<file path="config.mk">
export PLATFORM = sky130hd
export DESIGN_NAME = amst_regs
export DESIGN_NICKNAME = d
export VERILOG_FILES = /design/src/amst_regs.v
export VERILOG_INCLUDE_DIRS = /design/src
export SDC_FILE = /design/constraint.sdc
export NUM_CORES = 1
export LEC_CHECK = 0
export ABC_AREA = 0
export BUFFER_PORTS_ARGS = -buffer_cell sky130_fd_sc_hd__buf_2
export CAP_MARGIN = 20
export CORE_MARGIN = 2
export CORE_UTILIZATION = 35
export DETAILED_ROUTE_END_ITERATION = 10
export SLEW_MARGIN = 20
export SYNTH_ARGS = -nofsm -noshare
export SYNTH_HDL_FRONTEND = slang
export SYNTH_SLANG_ARGS = --single-unit
</file>
<file path="constraint.sdc">
create_clock -name clk_i -period 2.6 [get_ports clk_i]
set_input_delay 0.13 -clock clk_i [delete_from_list [all_inputs] [get_ports clk_i]]
set_output_delay 0.13 -clock clk_i [all_outputs]
set_load 0.03 [all_outputs]
</file>
<file path="src/amst_defines.vh">
`ifndef AMST_DEFINES_VH
`define AMST_DEFINES_VH
// ************************************************************
// register indices (printed offsets, byte address = 4 * index)
// ************************************************************
`define AMST_IDX_ALARM_SUMMARY  10'h2C0
`define AMST_IDX_ALARM_STATUS   10'h2C1
`define AMST_IDX_ALARM_MASK     10'h2C2
`define AMST_IDX_LANE_FLAGS     10'h2C4
`define AMST_IDX_TRIM_A_DUAL    10'h310
`define AMST_IDX_TRIM_B_DUAL    10'h313
`define AMST_IDX_TRIM_A_SINGLE  10'h314
`define AMST_IDX_TRIM_B_SINGLE  10'h315
`define AMST_IDX_CTRL           10'h3F0
`define AMST_IDX_IRQ_STATUS     10'h3F1
`define AMST_IDX_IRQ_MASK       10'h3F2
// ************************************************************
// field positions and reset values
// ************************************************************
`define AMST_BIT_LANE_FIFO      5
`define AMST_ALARM_BITS         6
`define AMST_ALARM_MASK_RST     6'h3F
`define AMST_ALARM_STATUS_RST   6'h3F
`define AMST_LANES              16
`define AMST_LANE_FLAGS_RST     16'hFFFF
`define AMST_CTRL_CAL_SEL_BIT   0
`define AMST_IRQ_BITS           2
`define AMST_IRQ_ALARM_BIT      0
`define AMST_IRQ_LANE_BIT       1
`define AMST_IRQ_MASK_RST       2'h0
`define AMST_MODE_A_DUAL        2'h0
`define AMST_MODE_B_DUAL        2'h1
`define AMST_MODE_A_SINGLE_INA  2'h2
`define AMST_MODE_B_SINGLE_INA  2'h3
`endif

</file>
<file path="src/amst_regs.v">
// Our own choice: register access over Wishbone.
`include "amst_defines.vh"
`default_nettype none
// Operation
// - the alarm mask holds six bits (5 lane fifo down to 0 clock) and a set bit hides that alarm.
// - the alarm mask resets to 0x3F with reserved bits 7:6 at zero.
// - the sixteen-bit lane flag register sets bit i when lane i fifo overflows or underflows.
// - the lane flag register resets to 0xFFFF.
// - writing a one to a lane flag bit clears it.
// - a cleared lane flag sets again at once while its fault persists.
// - writing one to the lane fifo bit of alarm status clears all sixteen lane flags.
// - each sampling trim register holds an eight-bit sampling instant value.
// - trim registers load factory values as defaults and are readable and writable.
// - the applied trim is chosen by core and mode among the four trim registers.
// - the summary alarm reads one when any status bit is set with its mask clear.
// - the lane fifo status bit sets on any active lane fault and clears on a written one.
// - after reset or soft reset all alarm status bits are one.
// - a select bit routes the summary alarm to the calibration status pin.
module amst_regs #(
    parameter [7:0] TRIM_A_DUAL_FUSE   = 8'h00,
    parameter [7:0] TRIM_B_DUAL_FUSE   = 8'h00,
    parameter [7:0] TRIM_A_SINGLE_FUSE = 8'h00,
    parameter [7:0] TRIM_B_SINGLE_FUSE = 8'h00
) (
    input  wire        clk_i,
    input  wire        rst_i,
    input  wire        soft_rst_i,
    input  wire        wb_cyc_i,
    input  wire        wb_stb_i,
    input  wire        wb_we_i,
    input  wire [11:0] wb_adr_i,
    input  wire [3:0]  wb_sel_i,
    input  wire [31:0] wb_dat_i,
    output reg  [31:0] wb_dat_o,
    output reg         wb_ack_o,
    input  wire [5:0]  alarm_event_i,
    input  wire [15:0] lane_fault_i,
    input  wire [1:0]  trim_mode_i,
    output reg  [7:0]  sample_trim_o,
    output wire        cal_status_pin_o,
    output wire        irq_o
);
    // ************************************************************
    // bus decode
    // ************************************************************
    wire [9:0] idx      = wb_adr_i[11:2];
    wire       req      = wb_cyc_i & wb_stb_i & ~wb_ack_o;
    wire       wr       = req & wb_we_i;
    wire       wr_lo    = wr & wb_sel_i[0];
    wire       wr_hi    = wr & wb_sel_i[1];
    reg  [5:0]  alarm_mask_reg;
    reg  [5:0]  alarm_status_reg;
    reg  [15:0] lane_fifo_fault_flags_reg;
    reg  [7:0]  core_a_dual_sample_trim_reg;
    reg  [7:0]  core_b_dual_sample_trim_reg;
    reg  [7:0]  core_a_single_ina_sample_trim_reg;
    reg  [7:0]  core_b_single_ina_sample_trim_reg;
    reg         cal_sel_reg;
    reg  [1:0]  irq_status_reg;
    reg  [1:0]  irq_mask_reg;
    reg         alarm_d_reg;
    wire        st_wr   = wr_lo & (idx == `AMST_IDX_ALARM_STATUS);
    wire        lane_all_clr = st_wr & wb_dat_i[`AMST_BIT_LANE_FIFO];
    wire        lane_any = |lane_fault_i;
    wire [5:0]  events  = {alarm_event_i[5] | lane_any, alarm_event_i[4:0]};
    wire        alarm   = |(alarm_status_reg & ~alarm_mask_reg);
    wire [1:0]  irq_ev  = {lane_any, alarm & ~alarm_d_reg};
    reg  [15:0] lane_clr;
    reg  [15:0] lane_next;
    always @* begin
        lane_clr = 16'h0000;
        if (wr & (idx == `AMST_IDX_LANE_FLAGS)) begin
            lane_clr = wb_dat_i[15:0] & {{8{wb_sel_i[1]}}, {8{wb_sel_i[0]}}};
        end
        if (lane_all_clr) begin
            lane_clr = 16'hFFFF;
        end
        lane_next = (lane_fifo_fault_flags_reg & ~lane_clr) | lane_fault_i;
    end
    assign cal_status_pin_o = cal_sel_reg & alarm;
    assign irq_o = |(irq_status_reg & irq_mask_reg);
    // ************************************************************
    // applied trim selection
    // ************************************************************
    always @(posedge clk_i) begin
        if (rst_i) begin
            sample_trim_o <= 8'h00;
        end else begin
            case (trim_mode_i)
                `AMST_MODE_A_DUAL:       sample_trim_o <= core_a_dual_sample_trim_reg;
                `AMST_MODE_B_DUAL:       sample_trim_o <= core_b_dual_sample_trim_reg;
                `AMST_MODE_A_SINGLE_INA: sample_trim_o <= core_a_single_ina_sample_trim_reg;
                default:                 sample_trim_o <= core_b_single_ina_sample_trim_reg;
            endcase
        end
    end
    // ************************************************************
    // registers
    // ************************************************************
    always @(posedge clk_i) begin
        if (rst_i | soft_rst_i) begin
            alarm_mask_reg            <= `AMST_ALARM_MASK_RST;
            alarm_status_reg          <= `AMST_ALARM_STATUS_RST;
            lane_fifo_fault_flags_reg <= `AMST_LANE_FLAGS_RST;
            core_a_dual_sample_trim_reg       <= TRIM_A_DUAL_FUSE;
            core_b_dual_sample_trim_reg       <= TRIM_B_DUAL_FUSE;
            core_a_single_ina_sample_trim_reg <= TRIM_A_SINGLE_FUSE;
            core_b_single_ina_sample_trim_reg <= TRIM_B_SINGLE_FUSE;
            cal_sel_reg               <= 1'b0;
            irq_status_reg            <= 2'h0;
            irq_mask_reg              <= `AMST_IRQ_MASK_RST;
            alarm_d_reg               <= 1'b0;
        end else begin
            alarm_d_reg               <= alarm;
            lane_fifo_fault_flags_reg <= lane_next;
            // set beats clear on the same cycle
            alarm_status_reg <= (alarm_status_reg & ~(st_wr ? wb_dat_i[5:0] : 6'h00)) | events;
            irq_status_reg <= (irq_status_reg &
                ~((wr_lo & (idx == `AMST_IDX_IRQ_STATUS)) ? wb_dat_i[1:0] : 2'h0)) | irq_ev;
            if (wr_lo) begin
                case (idx)
                    `AMST_IDX_ALARM_MASK:     alarm_mask_reg <= wb_dat_i[5:0];
                    `AMST_IDX_TRIM_A_DUAL:    core_a_dual_sample_trim_reg <= wb_dat_i[7:0];
                    `AMST_IDX_TRIM_B_DUAL:    core_b_dual_sample_trim_reg <= wb_dat_i[7:0];
                    `AMST_IDX_TRIM_A_SINGLE:  core_a_single_ina_sample_trim_reg <= wb_dat_i[7:0];
                    `AMST_IDX_TRIM_B_SINGLE:  core_b_single_ina_sample_trim_reg <= wb_dat_i[7:0];
                    `AMST_IDX_CTRL:           cal_sel_reg <= wb_dat_i[`AMST_CTRL_CAL_SEL_BIT];
                    `AMST_IDX_IRQ_MASK:       irq_mask_reg <= wb_dat_i[1:0];
                    default: ;
                endcase
            end
        end
    end
    // ************************************************************
    // bus answer, one wait-free cycle
    // ************************************************************
    always @(posedge clk_i) begin
        if (rst_i) begin
            wb_ack_o <= 1'b0;
            wb_dat_o <= 32'h00000000;
        end else begin
            wb_ack_o <= req;
            wb_dat_o <= 32'h00000000;
            if (req & ~wb_we_i) begin
                case (idx)
                    `AMST_IDX_ALARM_SUMMARY: wb_dat_o <= {31'h0, alarm};
                    `AMST_IDX_ALARM_STATUS:  wb_dat_o <= {26'h0, alarm_status_reg};
                    `AMST_IDX_ALARM_MASK:    wb_dat_o <= {26'h0, alarm_mask_reg};
                    `AMST_IDX_LANE_FLAGS:    wb_dat_o <= {16'h0, lane_fifo_fault_flags_reg};
                    `AMST_IDX_TRIM_A_DUAL:   wb_dat_o <= {24'h0, core_a_dual_sample_trim_reg};
                    `AMST_IDX_TRIM_B_DUAL:   wb_dat_o <= {24'h0, core_b_dual_sample_trim_reg};
                    `AMST_IDX_TRIM_A_SINGLE: wb_dat_o <= {24'h0, core_a_single_ina_sample_trim_reg};
                    `AMST_IDX_TRIM_B_SINGLE: wb_dat_o <= {24'h0, core_b_single_ina_sample_trim_reg};
                    `AMST_IDX_CTRL:          wb_dat_o <= {31'h0, cal_sel_reg};
                    `AMST_IDX_IRQ_STATUS:    wb_dat_o <= {30'h0, irq_status_reg};
                    `AMST_IDX_IRQ_MASK:      wb_dat_o <= {30'h0, irq_mask_reg};
                    default:                 wb_dat_o <= 32'h00000000;
                endcase
            end
        end
    end
endmodule // amst_regs
`default_nettype wire

</file>
== Word level (Yosys, flattened, before mapping) ==
Index checks and enable logic that the tools add are counted.

* Bits in registers: 107
* Bits of input ports: 78
* Output and inout port bits: 43
* Logic and storage cells: 75

* Eq/ne operators: 13
* Mux-type cells: 6
* Bitwise gates (word level): 30
* Reduce and logical (&&, ||, !) cells: 12

{| class="wikitable"
|+ Operators by type and width
! operator !! count
|-
| $pmux 16 s11 || 1
|-
| $eq 10x10->1 const B || 11
|-
| $and 16x16->16 || 2
|-
| $mux 16 || 2
|-
| $pmux 8 s3 || 1
|-
| $not 16->16 || 1
|-
| $or 16x16->16 || 1
|-
| $reduce_or 16->1 || 1
|-
| $reduce_and 2->1 || 7
|-
| $and 6x6->6 || 2
|-
| $not 6->6 || 2
|-
| $and 1x1->1 || 11
|-
| $mux 6 || 1
|-
| $or 6x6->6 || 1
|-
| $reduce_or 6->1 || 1
|-
| $and 2x2->2 || 2
|-
| $not 1->1 || 4
|-
| $reduce_or 2->1 || 2
|-
| $eq 2x1->1 const B || 1
|-
| $eq 2x2->1 const B || 1
|-
| $logic_not 2->1 || 1
|-
| $mux 2 || 1
|-
| $not 2->2 || 1
|-
| $or 1x1->1 || 2
|-
| $or 2x2->2 || 1
|}

== Depth between registers and ports, before layout ==
* Depth in word-level cells: 10
* Depth in mapped cells: 8
* Mapped depth without buffers: 5

== Worst setup path before layout ==
No wires, ideal clock.

* Path type: reg2reg
* Start point: register wb_ack_o
* End point: register lane_fifo_fault_flags_reg[4]
* Library setup time: 122 ps
* Arrival time: 1902 ps
* Required time: 2478 ps
* Setup slack: 576 ps
* Cell stages (with the launch flop): 7
* Path buffers: 1
* Period minus slack after synthesis: 2024 ps
* Cells stage by stage: dfxtp_1 > and4b_1 > nand2_1 > nor3_2 > nand2_2 > buf_2 > a311o_1

* Cells in the longest elaborated chain, start to end: 10
* Elaborated cells between the ends (all ways): 12
* Those cells by class: 2 x mux; 10 x bitwise

{| class="wikitable"
|+ Ends and longest elaborated chain
! what !! RTL line !! source
|-
| start: declaration || amst_regs.v:35 || <nowiki>output reg wb_ack_o,</nowiki>
|-
| start signal: assignment || amst_regs.v:142 || <nowiki>wb_ack_o <= req;</nowiki>
|-
| $not 1->1 (*) || amst_regs.v:47 || <nowiki>wire req = wb_cyc_i & wb_stb_i & ~wb_ack_o;</nowiki>
|-
| $and 1x1->1 (*) || amst_regs.v:47 ||
|-
| $and 1x1->1 (*) || amst_regs.v:48 || <nowiki>wire wr = req & wb_we_i;</nowiki>
|-
| $and 1x1->1 || amst_regs.v:49 || <nowiki>wire wr_lo = wr & wb_sel_i[0];</nowiki>
|-
| $and 1x1->1 || amst_regs.v:62 || <nowiki>wire st_wr = wr_lo & (idx == `AMST_IDX_ALARM_STATUS);</nowiki>
|-
| $and 1x1->1 || amst_regs.v:63 || <nowiki>wire lane_all_clr = st_wr & wb_dat_i[`AMST_BIT_LANE_FIFO];</nowiki>
|-
| $mux 16 (*) || amst_regs.v:75 || <nowiki>if (lane_all_clr) begin</nowiki>
|-
| $not 16->16 (*) || amst_regs.v:78 || <nowiki>lane_next = (lane_fifo_fault_flags_reg & ~lane_clr) | lane_fault_i;</nowiki>
|-
| $and 16x16->16 (*) || amst_regs.v:78 ||
|-
| $or 16x16->16 (*) || amst_regs.v:78 ||
|-
| end signal: assignment || amst_regs.v:104 || <nowiki>lane_fifo_fault_flags_reg <= `AMST_LANE_FLAGS_RST;</nowiki>
|-
| end signal: assignment || amst_regs.v:115 || <nowiki>lane_fifo_fault_flags_reg <= lane_next;</nowiki>
|-
| end: declaration || amst_regs.v:53 || <nowiki>reg [15:0] lane_fifo_fault_flags_reg;</nowiki>
|}

Mark *: on every way between the ends. The rest lies on a longest branch, timed or not.
A chain may end at the register's enable or synchronous reset.

== Worst setup path in the final report ==
* Start point: register wb_ack_o
* End point: register lane_fifo_fault_flags_reg[0]

Same word-level chain as after synthesis.

==> metrics.yaml <==
status:
  violations: "DRC"
  outcome: "finished, violations left"
logic_synthesis:
  yosys_register_bits: 91
  syn_area_per_cell_sq_um: 10.2
  synth_top_family_by_area: "simple AND/OR/NAND/NOR gates"
  synth.mux.area_fraction: 0.144
  synth_xor_area_frac: 0
  synth_area_leaders: "dfxtp_1 (44%), mux2i_1 (10%), mux4_2 (4.3%), buf_4 (3.8%), nor2_1 (3.7%)"
  netlist_area_sq_um: 4180
  yosys_warnings: 0
  synth-async-reset-ratio: 0
  ys_types: 61
  synth-simple-area-share: 0.193
  netlist.area_leader.share: 0.436
  synthCells: 411
  synthAdderAreaFrac: 0
  synth-compound-area-share: 0.158
  yosysSeqAreaShare: 0.436
  synth_flop_cell: "dfxtp_1"
  synth_edf_count: 0
  synth_top_area_cell: "dfxtp_1"
final_layout:
  fill_cells: 1140
  nets: 590
  postLayoutCoreUtil: 0.450
  drive_above_1_share: 0.271
  area_growth_pct: 24.0
  diodes: 0
  postLayoutCellArea_sq_um: 5180
placed_design:
  gp_congestion: 0.863
  port_buffers: 84
  dp_hpwl_mm: 8.37
  place_area_sq_um: 4700
global_routing:
  grt_pass1_vias: 3363
  gr-usage-met3: 0.0402
  grtUsageMet1: 0.237
  overflow: 0
  grt_pass1_wl_mm: 17.9
  gr-max-usage-layer: "met2"
  track_usage: 0.180
  grt_max_degree: 50
  grtUsageMet2: 0.294
  antenna_found_initial: 0
timing:
  relSlewSlack: 0.333
  fmax_mhz: 531
  finalClockSkew_ns: 0.00605
  hold_viol_final: 0
  tns_ns: 0
  period_needed_ns: 1.88
  post-route-period-util: 0.724
  worst_pin_slew_ns: 1.00
  drv_slew: 0
  rsz0062_at_grt: "no"
  setup_violations: 0
route:
  drcViolationCount: 1
  wl_per_cell_um: 17.1
  vias: 3475
  ant_nets: 0
  first_pass_iters: 8
  viasPerCell: 5.27
  drtIter0Drc: 241
  finalWirelength_mm: 11.3
floorplanning:
  die_w_um: 113
  ioPinCount: 121
  core_sq_um: 11500
  die_h_um: 113
  initial_core_util: 0.363
  dieArea_sq_um: 12800
  rows: 39
pwr:
  sequentialPowerShare: 0.462
  ir_worst_vdd_v: 0.000282
  p_switching_uw: 658
  p_clk_frac: 0.471
  internal-power_mw: 2.36
  total_power_mw: 3.02
  comb_power_share: 0.067
  leakagePower_nw: 1.98
  swShare: 0.218
  power_density_nw_per_um2: 583
setup_path:
  crit_fanout: 9
  worstSetupStartpointType: "flip-flop"
  critPathKind: "reg2reg"
  r2r_cells: 6
  required_ns: 2.82
  cp.arrival_ns: 2.11
  crit_path_end_kind: "flip-flop"
clock_network:
  cts_sinks: 91
  cts_resized: 0
  cts-root-buf: "clkbuf_16"
  numCtsBuffers: 9
  cts_tree: "yes"
  clkTransAtPathRegs_ns: 0.06
  clockBufferDepth: 2
  worstSkewPairLatency_ns: 0.34
  h-tree-depth: 3
flow_run:
  cap_violations: 0
hold_path:
  hp-class: "in2reg"
  min_path_cells: 2
cell type report:
| cell class | instances | area, sq um | area share |
|---|---|---|---|
| sequential | 91 | 1820 | 0.351 |
| multi-input combinational | 286 | 2130 | 0.411 |
| timing repair buffer | 115 | 691 | 0.133 |
| clock buffer | 13 | 260 | 0.0502 |
| clock inverter | 3 | 68.8 | 0.0133 |
| tap | 143 | 179 | 0.0345 |
| inverter | 9 | 33.8 | 0.00652 |
power groups by stage:
| stage | combinational [mW] | sequential [mW] | clock [mW] |
|---|---|---|---|
| after floorplan | 0.123 | 1.43 | 0 |
| after global placement | 0.183 | 1.43 | 0 |
| after detailed placement | 0.185 | 1.43 | 0 |
| after CTS | 0.203 | 1.40 | 1.46 |
| after global routing | 0.219 | 1.40 | 1.51 |
| final | 0.203 | 1.40 | 1.42 |
logic make-up after synthesis:
group / Yosys count
and+or+nand+nor: 144
muxes: 50
buffers and inverters: 49
other: 1
AOI/OAI and AO/OA: 76
DFF: 91
synth_stat cells (all sizes together), types with 4 or more instances:
| cell | number |
|---|---|
| nor2 | 41 |
| a22o | 6 |
| clkbuf | 9 |
| nand2 | 37 |
| nor4 | 7 |
| mux4 | 8 |
| and3 | 4 |
| nor3 | 13 |
| a22oi | 6 |
| and2 | 8 |
| dfxtp | 91 |
| mux2i | 42 |
| inv | 9 |
| a21boi | 7 |
| buf | 31 |
| a221oi | 5 |
| a311o | 15 |
| a211o | 6 |
| nor2b | 14 |
| a222oi | 5 |
| a21oi | 4 |
stage by stage:
step           hold slack [ns]  setup WS [ns]  instances
2_1_floorplan            0.224          0.576        426
3_3_place_gp             0.309          0.449        629
3_5_place_dp             0.312          0.428        629
4_1_cts                0.00325          0.703        660
5_1_grt                0.00946          0.638        660
6_report                0.0152          0.718        660
timing repair:
| action | 4_1_cts | 5_1_grt |
|---|---|---|
| buffers inserted | 0 | 0 |
| hold buffers | 15 | 0 |
| hold endpoints to repair | 15 | 0 |
| endpoints found under the setup margin | 0 | 0 |
worst max-delay path, cell delays in order, from the launching register on:
cell and delay (ns):
dfxtp_1 0.33, and4b_1 0.33, nand2_1 0.11, buf_4 0.18, and2b_1 0.35, nand2_1 0.11, a311o_1 0.36
path summary, 6_finish.rpt:
path | startpoint | endpoint | slack (ns)
worst max register to register | wb_ack_o$_SDFF_PP0_ | lane_fifo_fault_flags_reg[0]$_SDFF_PP1_ | 0.72
worst max-delay path | wb_ack_o$_SDFF_PP0_ | lane_fifo_fault_flags_reg[0]$_SDFF_PP1_ | 0.72
worst min-delay path | lane_fault_i[1] | lane_fifo_fault_flags_reg[1]$_SDFF_PP1_ | 0.02
worst min register to register | lane_fifo_fault_flags_reg[12]$_SDFF_PP1_ | wb_dat_o[12]$_SDFF_PP0_ | 0.46
cells in the final DEF, fill, tap and decap left out, types with 4 or more instances in the layout:
cell,count
and2_1,8
and3_1,4
nor2b_1,14
dlygate4sd3_1,15
a22o_1,6
buf_4,16
nor2_1,41
nor4_1,6
inv_1,9
a21oi_1,4
a22oi_1,6
buf_2,84
dfxtp_1,91
conb_1,16
a222oi_1,5
a211o_1,6
clkbuf_16,9
mux4_2,8
a221oi_1,5
nand2_1,36
nor3_1,9
a311o_1,15
mux2i_1,42
a21boi_1,7
layer usage:
| metal | routed length [um] | vias up |
|---|---|---|
| li1 | - | 1681 |
| met1 | 5090 | 1668 |
| met2 | 5350 | 112 |
| met3 | 685 | 14 |
| met4 | 173 | 0 |
| met5 | 0 | - |
(Power assumes the default switching activity.)
